**config.mk**
```make
export PLATFORM = sky130hd
export DESIGN_NAME = bif_framer
export DESIGN_NICKNAME = d
export VERILOG_FILES = /design/src/core/bif_pkg.sv /design/src/core/bif_framer.sv
export VERILOG_INCLUDE_DIRS = /design/src /design/src/core
export SDC_FILE = /design/constraint.sdc
export NUM_CORES = 2
export LEC_CHECK = 0
export BUFFER_PORTS_ARGS = -buffer_cell sky130_fd_sc_hd__buf_2
export CORE_AREA = 4 4 290 292
export DETAILED_ROUTE_END_ITERATION = 16
export DIE_AREA = 0 0 294 296
export PLACE_DENSITY_LB_ADDON = 0.3
export SETUP_SLACK_MARGIN = 0.05
export SKIP_CTS_REPAIR_TIMING = 1
export SLEW_MARGIN = 20
export SYNTH_ARGS = -nofsm -noshare
export SYNTH_HDL_FRONTEND = slang
export SYNTH_SLANG_ARGS = --single-unit
```
**constraint.sdc**
```tcl
create_clock -name pclk -period 23.7 [get_ports pclk]
set_clock_uncertainty 0.15 [all_clocks]
set_input_delay 1.185 -clock pclk [delete_from_list [all_inputs] [get_ports pclk]]
set_output_delay 1.185 -clock pclk [all_outputs]
set_load 0.01 [all_outputs]
```
**src/core/bif_map.svh**
```systemverilog
`ifndef BIF_MAP_SVH
`define BIF_MAP_SVH
`define BIF_ID_OCC 8'h01
`define BIF_ID_SW 8'h0B
`define BIF_ID_CH 8'h12
`define BIF_LEN_SW 8'h04
`define BIF_LEN_CH 8'h02
`define BIF_CODE_FREE 2'h0
`define BIF_CODE_FIXED 2'h1
`define BIF_CODE_NOISE 2'h2
`define BIF_CODE_MOVABLE 2'h3
`define BIF_BCAST_ADDR 16'hFFFF
`define BIF_MAX_SLOTS 8'h20
`define BIF_SLOTS_PER_OCT 8'h04
`define BIF_OFF_CTRL 12'h000
`define BIF_OFF_SWITCH 12'h004
`define BIF_OFF_CHAN 12'h008
`define BIF_OFF_STATUS 12'h00C
`define BIF_SW_BYTES 8'h05
`define BIF_CH_BYTES 8'h03
`define BIF_OCC_HDR_LAST 8'h02
`endif

```
**src/core/bif_pkg.sv**
```systemverilog
package bif_pkg;
  typedef enum logic [5:0] {
    ST_IDLE = 6'b00_0001,
    ST_OCC = 6'b00_0010,
    ST_BMP = 6'b00_0100,
    ST_ADDR = 6'b00_1000,
    ST_SW = 6'b01_0000,
    ST_CH = 6'b10_0000
  } bif_state_t;
  typedef logic [1:0] bif_code_t;
endpackage : bif_pkg

```
**src/core/bif_framer.sv**
```systemverilog
// The implementer's own choices: the register addresses and the APB interface to the registers.
`include "bif_map.svh"
module bif_framer
  import bif_pkg::*;
(
  input wire logic pclk,
  input wire logic presetn,
  input wire logic psel,
  input wire logic penable,
  input wire logic pwrite,
  input wire logic [11:0] paddr,
  input wire logic [31:0] pwdata,
  output logic [31:0] prdata,
  output logic pready,
  output logic pslverr,
  input wire logic obs_valid,
  input wire logic [4:0] obs_slot,
  input wire logic obs_activity,
  input wire logic obs_aligned,
  input wire logic obs_movable,
  input wire logic obs_hibernating,
  input wire logic obs_hdr_check_err,
  input wire logic [15:0] obs_addr,
  input wire logic sf_tick,
  output logic tx_valid,
  output logic [7:0] tx_data,
  output logic tx_last,
  input wire logic tx_ready,
  output logic bp_switch_pulse,
  output logic [7:0] new_slot_shift,
  output logic [15:0] new_start_delay,
  output logic ch_switch_pulse,
  output logic [7:0] new_channel
);
  logic [7:0] plen_reg, sw_cnt_reg, sw_off_reg, ch_cnt_reg, ch_num_reg;
  logic [7:0] idx_reg, idx_next, left_reg, left_next, k_oct, occ_n, len_occ, byte_next, bmp_mask;
  logic [15:0] sw_delay_reg, enc_addr;
  logic sw_armed_reg, sw_sent_reg, ch_armed_reg, ch_sent_reg, half_reg, half_next;
  logic emit, last_next, advance, busy, start;
  bif_code_t slot_code_reg [32];
  logic [15:0] slot_addr_reg [32];
  bif_state_t state_reg, state_next, after_occ;
  bif_code_t enc_code;

  assign busy = (state_reg != ST_IDLE);
  assign start = sf_tick && !busy;
  assign advance = !tx_valid || tx_ready;
  assign k_oct = 8'((9'(plen_reg) + 9'(`BIF_SLOTS_PER_OCT) - 9'd1) >> 2);
  assign len_occ = 8'(8'd1 + k_oct + {occ_n[6:0], 1'b0});
  assign after_occ = sw_armed_reg ? ST_SW : (ch_armed_reg ? ST_CH : ST_IDLE);
  always_comb begin
    occ_n = 8'h00;
    for (int s = 0; s < 32; s++) begin
      if (8'(s) < plen_reg && slot_code_reg[s] != `BIF_CODE_FREE) begin
        occ_n = 8'(occ_n + 8'd1);
      end
    end
  end
  // slot status encoding, aligned beacon takes precedence over raw activity
  always_comb begin
    enc_code = `BIF_CODE_FREE;
    enc_addr = 16'h0000;
    if (obs_aligned) begin
      enc_code = obs_movable ? `BIF_CODE_MOVABLE : `BIF_CODE_FIXED;
      enc_addr = obs_addr;
    end else if (obs_hibernating) begin
      enc_code = `BIF_CODE_FIXED;
      enc_addr = obs_addr;
    end else if (obs_activity) begin
      enc_code = `BIF_CODE_NOISE;
      enc_addr = obs_hdr_check_err ? obs_addr : `BIF_BCAST_ADDR;
    end
  end
  // observations refused while a frame is being built so the image stays coherent
  always_ff @(posedge pclk or negedge presetn) begin
    if (!presetn) begin
      for (int s = 0; s < 32; s++) begin
        slot_code_reg[s] <= `BIF_CODE_FREE;
        slot_addr_reg[s] <= 16'h0000;
      end
    end else if (obs_valid && !busy) begin
      slot_code_reg[obs_slot] <= enc_code;
      slot_addr_reg[obs_slot] <= enc_addr;
    end
  end
  always_comb begin
    bmp_mask = 8'h00;
    for (int j = 0; j < 4; j++) begin
      if ({3'b000, idx_reg[2:0], 2'(j)} < plen_reg) begin
        bmp_mask[2*j +: 2] = slot_code_reg[{idx_reg[2:0], 2'(j)}];
      end
    end
  end

  always_comb begin
    state_next = state_reg;
    idx_next = idx_reg;
    left_next = left_reg;
    half_next = half_reg;
    emit = 1'b0;
    byte_next = 8'h00;
    last_next = 1'b0;
    case (state_reg)
      ST_IDLE: begin
        if (start) begin
          state_next = ST_OCC;
          idx_next = 8'h00;
          left_next = occ_n;
          half_next = 1'b0;
        end
      end
      ST_OCC: begin
        if (advance) begin
          emit = 1'b1;
          idx_next = 8'(idx_reg + 8'd1);
          case (idx_reg)
            8'h00: byte_next = `BIF_ID_OCC;
            8'h01: byte_next = len_occ;
            default: byte_next = plen_reg;
          endcase
          if (idx_reg == `BIF_OCC_HDR_LAST) begin
            idx_next = 8'h00;
            state_next = (k_oct != 8'h00) ? ST_BMP : after_occ;
            last_next = (k_oct == 8'h00) && (after_occ == ST_IDLE);
          end
        end
      end
      ST_BMP: begin
        if (advance) begin
          emit = 1'b1;
          byte_next = bmp_mask;
          idx_next = 8'(idx_reg + 8'd1);
          if (idx_reg == 8'(k_oct - 8'd1)) begin
            idx_next = 8'h00;
            state_next = (left_reg != 8'h00) ? ST_ADDR : after_occ;
            last_next = (left_reg == 8'h00) && (after_occ == ST_IDLE);
          end
        end
      end
      ST_ADDR: begin
        if (advance) begin
          if (slot_code_reg[idx_reg[4:0]] == `BIF_CODE_FREE) begin
            idx_next = 8'(idx_reg + 8'd1);
          end else if (!half_reg) begin
            emit = 1'b1;
            byte_next = slot_addr_reg[idx_reg[4:0]][7:0];
            half_next = 1'b1;
          end else begin
            emit = 1'b1;
            byte_next = slot_addr_reg[idx_reg[4:0]][15:8];
            half_next = 1'b0;
            idx_next = 8'(idx_reg + 8'd1);
            left_next = 8'(left_reg - 8'd1);
            if (left_reg == 8'h01) begin
              idx_next = 8'h00;
              state_next = after_occ;
              last_next = (after_occ == ST_IDLE);
            end
          end
        end
      end
      ST_SW: begin
        if (advance) begin
          emit = 1'b1;
          idx_next = 8'(idx_reg + 8'd1);
          case (idx_reg)
            8'h00: byte_next = `BIF_ID_SW;
            8'h01: byte_next = `BIF_LEN_SW;
            8'h02: byte_next = sw_cnt_reg;
            8'h03: byte_next = sw_off_reg;
            8'h04: byte_next = sw_delay_reg[7:0];
            default: byte_next = sw_delay_reg[15:8];
          endcase
          if (idx_reg == `BIF_SW_BYTES) begin
            idx_next = 8'h00;
            state_next = ch_armed_reg ? ST_CH : ST_IDLE;
            last_next = !ch_armed_reg;
          end
        end
      end
      ST_CH: begin
        if (advance) begin
          emit = 1'b1;
          idx_next = 8'(idx_reg + 8'd1);
          case (idx_reg)
            8'h00: byte_next = `BIF_ID_CH;
            8'h01: byte_next = `BIF_LEN_CH;
            8'h02: byte_next = ch_cnt_reg;
            default: byte_next = ch_num_reg;
          endcase
          if (idx_reg == `BIF_CH_BYTES) begin
            idx_next = 8'h00;
            state_next = ST_IDLE;
            last_next = 1'b1;
          end
        end
      end
      default: state_next = ST_IDLE;
    endcase
  end

  always_ff @(posedge pclk or negedge presetn) begin
    if (!presetn) begin
      state_reg <= ST_IDLE;
      idx_reg <= 8'h00;
      left_reg <= 8'h00;
      half_reg <= 1'b0;
    end else begin
      state_reg <= state_next;
      idx_reg <= idx_next;
      left_reg <= left_next;
      half_reg <= half_next;
    end
  end

  always_ff @(posedge pclk or negedge presetn) begin
    if (!presetn) begin
      tx_valid <= 1'b0;
      tx_data <= 8'h00;
      tx_last <= 1'b0;
    end else if (advance) begin
      tx_valid <= emit;
      tx_data <= byte_next;
      tx_last <= last_next;
    end
  end
  // a software write arms a countdown and wins over a same-cycle disarm
  always_ff @(posedge pclk or negedge presetn) begin
    if (!presetn) begin
      sw_cnt_reg <= 8'h00;
      sw_off_reg <= 8'h00;
      sw_delay_reg <= 16'h0000;
      sw_armed_reg <= 1'b0;
      sw_sent_reg <= 1'b0;
      bp_switch_pulse <= 1'b0;
      new_slot_shift <= 8'h00;
      new_start_delay <= 16'h0000;
    end else begin
      bp_switch_pulse <= 1'b0;
      if (start && sw_armed_reg) begin
        sw_sent_reg <= 1'b1;
        if (sw_sent_reg && sw_cnt_reg == 8'h00) begin
          bp_switch_pulse <= 1'b1;
          new_slot_shift <= sw_off_reg;
          new_start_delay <= sw_delay_reg;
          sw_armed_reg <= 1'b0;
        end else if (sw_sent_reg) begin
          sw_cnt_reg <= 8'(sw_cnt_reg - 8'd1);
        end
      end
      if (psel && penable && pwrite && paddr == `BIF_OFF_SWITCH) begin
        sw_cnt_reg <= pwdata[7:0];
        sw_off_reg <= pwdata[15:8];
        sw_delay_reg <= pwdata[31:16];
        sw_armed_reg <= 1'b1;
        sw_sent_reg <= 1'b0;
      end
    end
  end

  always_ff @(posedge pclk or negedge presetn) begin
    if (!presetn) begin
      ch_cnt_reg <= 8'h00;
      ch_num_reg <= 8'h00;
      ch_armed_reg <= 1'b0;
      ch_sent_reg <= 1'b0;
      ch_switch_pulse <= 1'b0;
      new_channel <= 8'h00;
    end else begin
      ch_switch_pulse <= 1'b0;
      if (start && ch_armed_reg) begin
        ch_sent_reg <= 1'b1;
        if (ch_sent_reg && ch_cnt_reg == 8'h00) begin
          ch_switch_pulse <= 1'b1;
          new_channel <= ch_num_reg;
          ch_armed_reg <= 1'b0;
        end else if (ch_sent_reg) begin
          ch_cnt_reg <= 8'(ch_cnt_reg - 8'd1);
        end
      end
      if (psel && penable && pwrite && paddr == `BIF_OFF_CHAN) begin
        ch_cnt_reg <= pwdata[7:0];
        ch_num_reg <= pwdata[15:8];
        ch_armed_reg <= 1'b1;
        ch_sent_reg <= 1'b0;
      end
    end
  end
  // period length saturates at the slot store depth
  always_ff @(posedge pclk or negedge presetn) begin
    if (!presetn) begin
      plen_reg <= 8'h00;
    end else if (psel && penable && pwrite && paddr == `BIF_OFF_CTRL && !busy) begin
      plen_reg <= (pwdata[7:0] > `BIF_MAX_SLOTS) ? `BIF_MAX_SLOTS : pwdata[7:0];
    end
  end
  // zero-wait slave: read data captured in the setup cycle
  always_ff @(posedge pclk or negedge presetn) begin
    if (!presetn) begin
      prdata <= 32'h0000_0000;
      pready <= 1'b0;
      pslverr <= 1'b0;
    end else begin
      pready <= 1'b1;
      if (psel && !penable) begin
        pslverr <= 1'b0;
        prdata <= 32'h0000_0000;
        case (paddr)
          `BIF_OFF_CTRL: prdata <= {24'h00_0000, plen_reg};
          `BIF_OFF_SWITCH: prdata <= {sw_delay_reg, sw_off_reg, sw_cnt_reg};
          `BIF_OFF_CHAN: prdata <= {16'h0000, ch_num_reg, ch_cnt_reg};
          `BIF_OFF_STATUS: prdata <= {ch_cnt_reg, sw_cnt_reg, occ_n, 5'h00, ch_armed_reg, sw_armed_reg, busy};
          default: pslverr <= 1'b1;
        endcase
      end
    end
  end
endmodule : bif_framer

```
==> results.md <==
Drt:
- The total via count after detailed routing is 31,700.
- The count of TritonRoute iterations in the first routing pass is 8.
- The detail route stage leaves a number of antenna-violating nets equal to 0.
- The total wirelength of the detailed-routed design is 115,000 um.
- The first routing iteration left 3,015 violations.
- The per-cell routed wire length is 22.0 um.
- The DRC violations left is 0.
- After detailed routing, the number of vias per cell comes to 6.06.

STA:
- In this run the tightest slew margin relative to its limit is 0.226.
- The tightest hold path in the finished design has a slack of 0.323 ns.
- Setup repair after global routing left no endpoint under its margin.
- Subtracting the final worst setup slack from the clock period gives 21.20 ns.
- Setup violations remaining at the end of the flow were counted as 0.
- Summed over all failing endpoints, the final setup total negative slack is 0 ns.
- Based on the critical path, the design can be clocked at up to 0.0472 GHz.
- The count of endpoints failing hold in the final timing report was 0.
- The final number of max-transition violations is 0.
- In the finished design, the share of the clock period the worst path needs comes to 0.895.
- For the pin with the worst max-slew slack, the measured transition is 1.16 ns.

Setup path:
- The setup check on the worst reg-to-reg path leaves a slack of 2.50 ns.
- The worst setup path is of the reg -> reg kind.
- The worst reg2reg path endpoint is tx_data[6]$_DFFE_PN0P_.
- The worst setup path is launched from a register.
- The startpoint identified for the worst register-to-register timing path is plen_reg[4]$_DFFE_PN0P_.
- The number of buffers and inverters on the critical path is 8.
- The standard cell with the maximum stage delay on the critical path is sky130_fd_sc_hd__dfrtp_1.
- The maximum cell stage delay along the critical path is 0.59 ns.
- STA puts the critical path data required time at 24.02 ns.
- The nature of the critical path endpoint is a register.
- The cell family with the largest share of critical-path delay is compound AO/OA/AOI/OAI gates.
- The cell depth of the worst flop-to-flop path is 105.
- The cell that appears most often on the critical path is sky130_fd_sc_hd__ha_1.
- The worst path arrival time is 21.52 ns.
- In this run the worst path has a maximum fanout of 35.

Worst hold path:
- The path class of the tightest hold or removal check is reg -> reg.
- The worst hold path terminates at prdata[11]$_DFFE_PN0P_.
- The startpoint identified for the worst hold timing path is prdata[11]$_DFFE_PN0P_.
- Counting instances, the worst hold path has a depth of 2.

Global route:
- The overall fraction of global-route tracks in use is 0.264.
- After global routing the overflow that remains totals 0.
- The number of antenna violations at the first check in global routing is 5.
- The maximum number of pins on one net before global-route repair is 184.
- The first-pass GRT wire length is 180,000 um.
- The via count of the first global-routing pass came to 30,600.

Run:
- Max-cap violations in this run came to 0.

Logic synthesis:
- The number of nets handed over by synthesis was 4,205.
- Among all cell types in the netlist, the one instantiated most often is sky130_fd_sc_hd__nand2_1.
- The number of cells produced by synthesis is 4,076.
- The distinct cell type count after synthesis is 108.
- The average instance in the mapped netlist occupies 9.95 um2.
- The main flop type after synthesis is sky130_fd_sc_hd__dfrtp_1.
- The number of synthesis warnings is 0.
- Counting flops with an async set or reset pin after synthesis yields a share of 1.00.
- Ranked by total cell area, the synthesized netlist is headed by sky130_fd_sc_hd__dfrtp_1, sky130_fd_sc_hd__mux4_2, sky130_fd_sc_hd__o21ai_0.
- The area of the mapped netlist is 40,600 um2.
- By count the netlist is led by sky130_fd_sc_hd__nand2_1, sky130_fd_sc_hd__dfrtp_1, sky130_fd_sc_hd__o21ai_0.
- Counting flops with a built-in enable in the synthesized netlist gives 0.
- The share of synthesized area in the top cell type comes to 0.454.
- Summed over all instances, the cell type with the most area after synthesis is sky130_fd_sc_hd__dfrtp_1.
- The total of flip-flops plus latches after synthesis is 737.
- The share of the Yosys chip area taken by registers is 0.455.

Place:
- Input and output buffers added on the ports amount to 155.
- The final weighted congestion in routability-driven placement is 0.976.
- After legalization and detailed placement, the total HPWL measured 76,600 um.
- The instance count after placement with tap cells included is 5,093.
- The area after detailed placement is 42,300 um2.

Floorplanning:
- 156 I/O pins were placed.
- The die is 296 um tall.
- The die width is 294 um.
- The die covers 87,000 um2.
- In this run the core area contains 105 standard-cell rows.
- The initial utilization of the core area, before any placement, comes to 0.497.
- The area of the core is 81,600 um2.

Clocking:
- Clock tree synthesis found a total of 737 sinks.
- Clock-pin slew was measured on the worst setup and hold paths at 0.06 ns.
- The clock buffer count from CTS is 77.
- The clock network latency to the later pin of the worst-skew pair is 0.63 ns.
- Counting along the longest clock path gives a buffer depth of 3.
- The cell at the root of the clock tree is sky130_fd_sc_hd__clkbuf_16.
- The CTS tree is built.
- The H-tree was split into 3 levels.

Status:
- The run finished with clean final reports.

Layout:
- Fill cells in the final layout number 7,062.
- The finished layout holds 5,231 standard cells, fillers aside.
- The fraction of layout instances using a drive strength above 1 is 0.176.
- The net count reported at finish is 4,232.
- The flip-flop count of the largest register, all copies and words added is 512.
- The layout overhead on the synthesized area is 10.8%.
- Summing all non-filler instances in the final layout gives an area of 44,900 um2.
==> tightest hold or removal path: stages, from the launching register on <==
cell and delay (ns):
sky130_fd_sc_hd__dfrtp_1 0.33, sky130_fd_sc_hd__nand2_1 0.05, sky130_fd_sc_hd__o21ai_0 0.06
==> cells by family after synthesis <==
kind of cell | Yosys count | synth area share
xor+xnor | 188 | 0.0516
simple gates | 1318 | 0.143
compound gates | 1106 | 0.157
other cells | 1 | 0.0000925
fa+ha+maj | 54 | 0.0167
flops | 737 | 0.455
buf+inv | 349 | 0.0339
mux | 323 | 0.143
==> cell usage in the layout (no fill, tap or decap), types with 20 or more instances in the layout <==
cell / synthesis / layout
sky130_fd_sc_hd__nand2_1: 812 / 810
sky130_fd_sc_hd__dfrtp_1: 736 / 732
sky130_fd_sc_hd__o21ai_0: 718 / 702
sky130_fd_sc_hd__mux4_2: 196 / 196
sky130_fd_sc_hd__nor2_1: 165 / 163
sky130_fd_sc_hd__buf_2: 13 / 154
sky130_fd_sc_hd__a21oi_1: 108 / 107
sky130_fd_sc_hd__xnor2_1: 105 / 105
sky130_fd_sc_hd__clkbuf_16: 0 / 78
sky130_fd_sc_hd__mux2_2: 77 / 77
sky130_fd_sc_hd__nand3_1: 68 / 68
sky130_fd_sc_hd__inv_1: 67 / 67
sky130_fd_sc_hd__buf_4: 2 / 66
sky130_fd_sc_hd__nor3_1: 55 / 54
sky130_fd_sc_hd__ha_1: 50 / 50
sky130_fd_sc_hd__mux2i_1: 49 / 49
sky130_fd_sc_hd__xor2_1: 49 / 49
sky130_fd_sc_hd__and3_1: 28 / 28
sky130_fd_sc_hd__a31oi_1: 28 / 28
sky130_fd_sc_hd__or3_1: 27 / 27
sky130_fd_sc_hd__and2_1: 27 / 27
sky130_fd_sc_hd__a21o_1: 23 / 23
sky130_fd_sc_hd__nor4_1: 21 / 21
sky130_fd_sc_hd__o31ai_1: 20 / 20
==> stage by stage <==
step	util	worst slack, ns
3_5_place_dp	0.519	2.82
5_1_grt	0.551	0.667
3_3_place_gp	0.518	3.18
2_1_floorplan	-	5.27
6_report	0.551	2.50
4_1_cts	0.550	2.71
==> per-layer routing <==
layer	part of all wire	global-route usage
met1	0.43	0.380
met3	0.071	0.0384
met5	0.00011	0
met4	0.030	0.0814
met2	0.47	0.418
==> how the worst max path moves through the flow <==
stage / cells past startpoint / to / start / slack [ns]
3_3_place_gp: 105 / tx_data[6]$_DFFE_PN0P_ / plen_reg[4]$_DFFE_PN0P_ / 3.18
6_report: 105 / tx_data[6]$_DFFE_PN0P_ / plen_reg[4]$_DFFE_PN0P_ / 2.50
2_1_floorplan: 106 / tx_data[6]$_DFFE_PN0P_ / plen_reg[2]$_DFFE_PN0P_ / 5.27
4_1_cts: 105 / tx_data[6]$_DFFE_PN0P_ / plen_reg[4]$_DFFE_PN0P_ / 2.71
3_5_place_dp: 105 / tx_data[6]$_DFFE_PN0P_ / plen_reg[4]$_DFFE_PN0P_ / 2.82
5_1_grt: 104 / tx_data[6]$_DFFE_PN0P_ / plen_reg[3]$_DFFE_PN0P_ / 0.67
==> final cells by class <==
type / instances / area [um2] / area share
multi-input cells: 2990 / 20900 / 0.465
flip-flops and latches: 737 / 18500 / 0.411
clock buffers: 112 / 2270 / 0.0505
repair buffers: 227 / 1400 / 0.0312
well taps: 1070 / 1340 / 0.0298
clock inverters: 22 / 318 / 0.00707
inverters: 70 / 265 / 0.00590
diodes: 3 / 7.51 / 0.000167
Power is left out: the tool's default activity adds up to more than one toggle a clock period on the data nets, which glitch-free logic cannot reach.
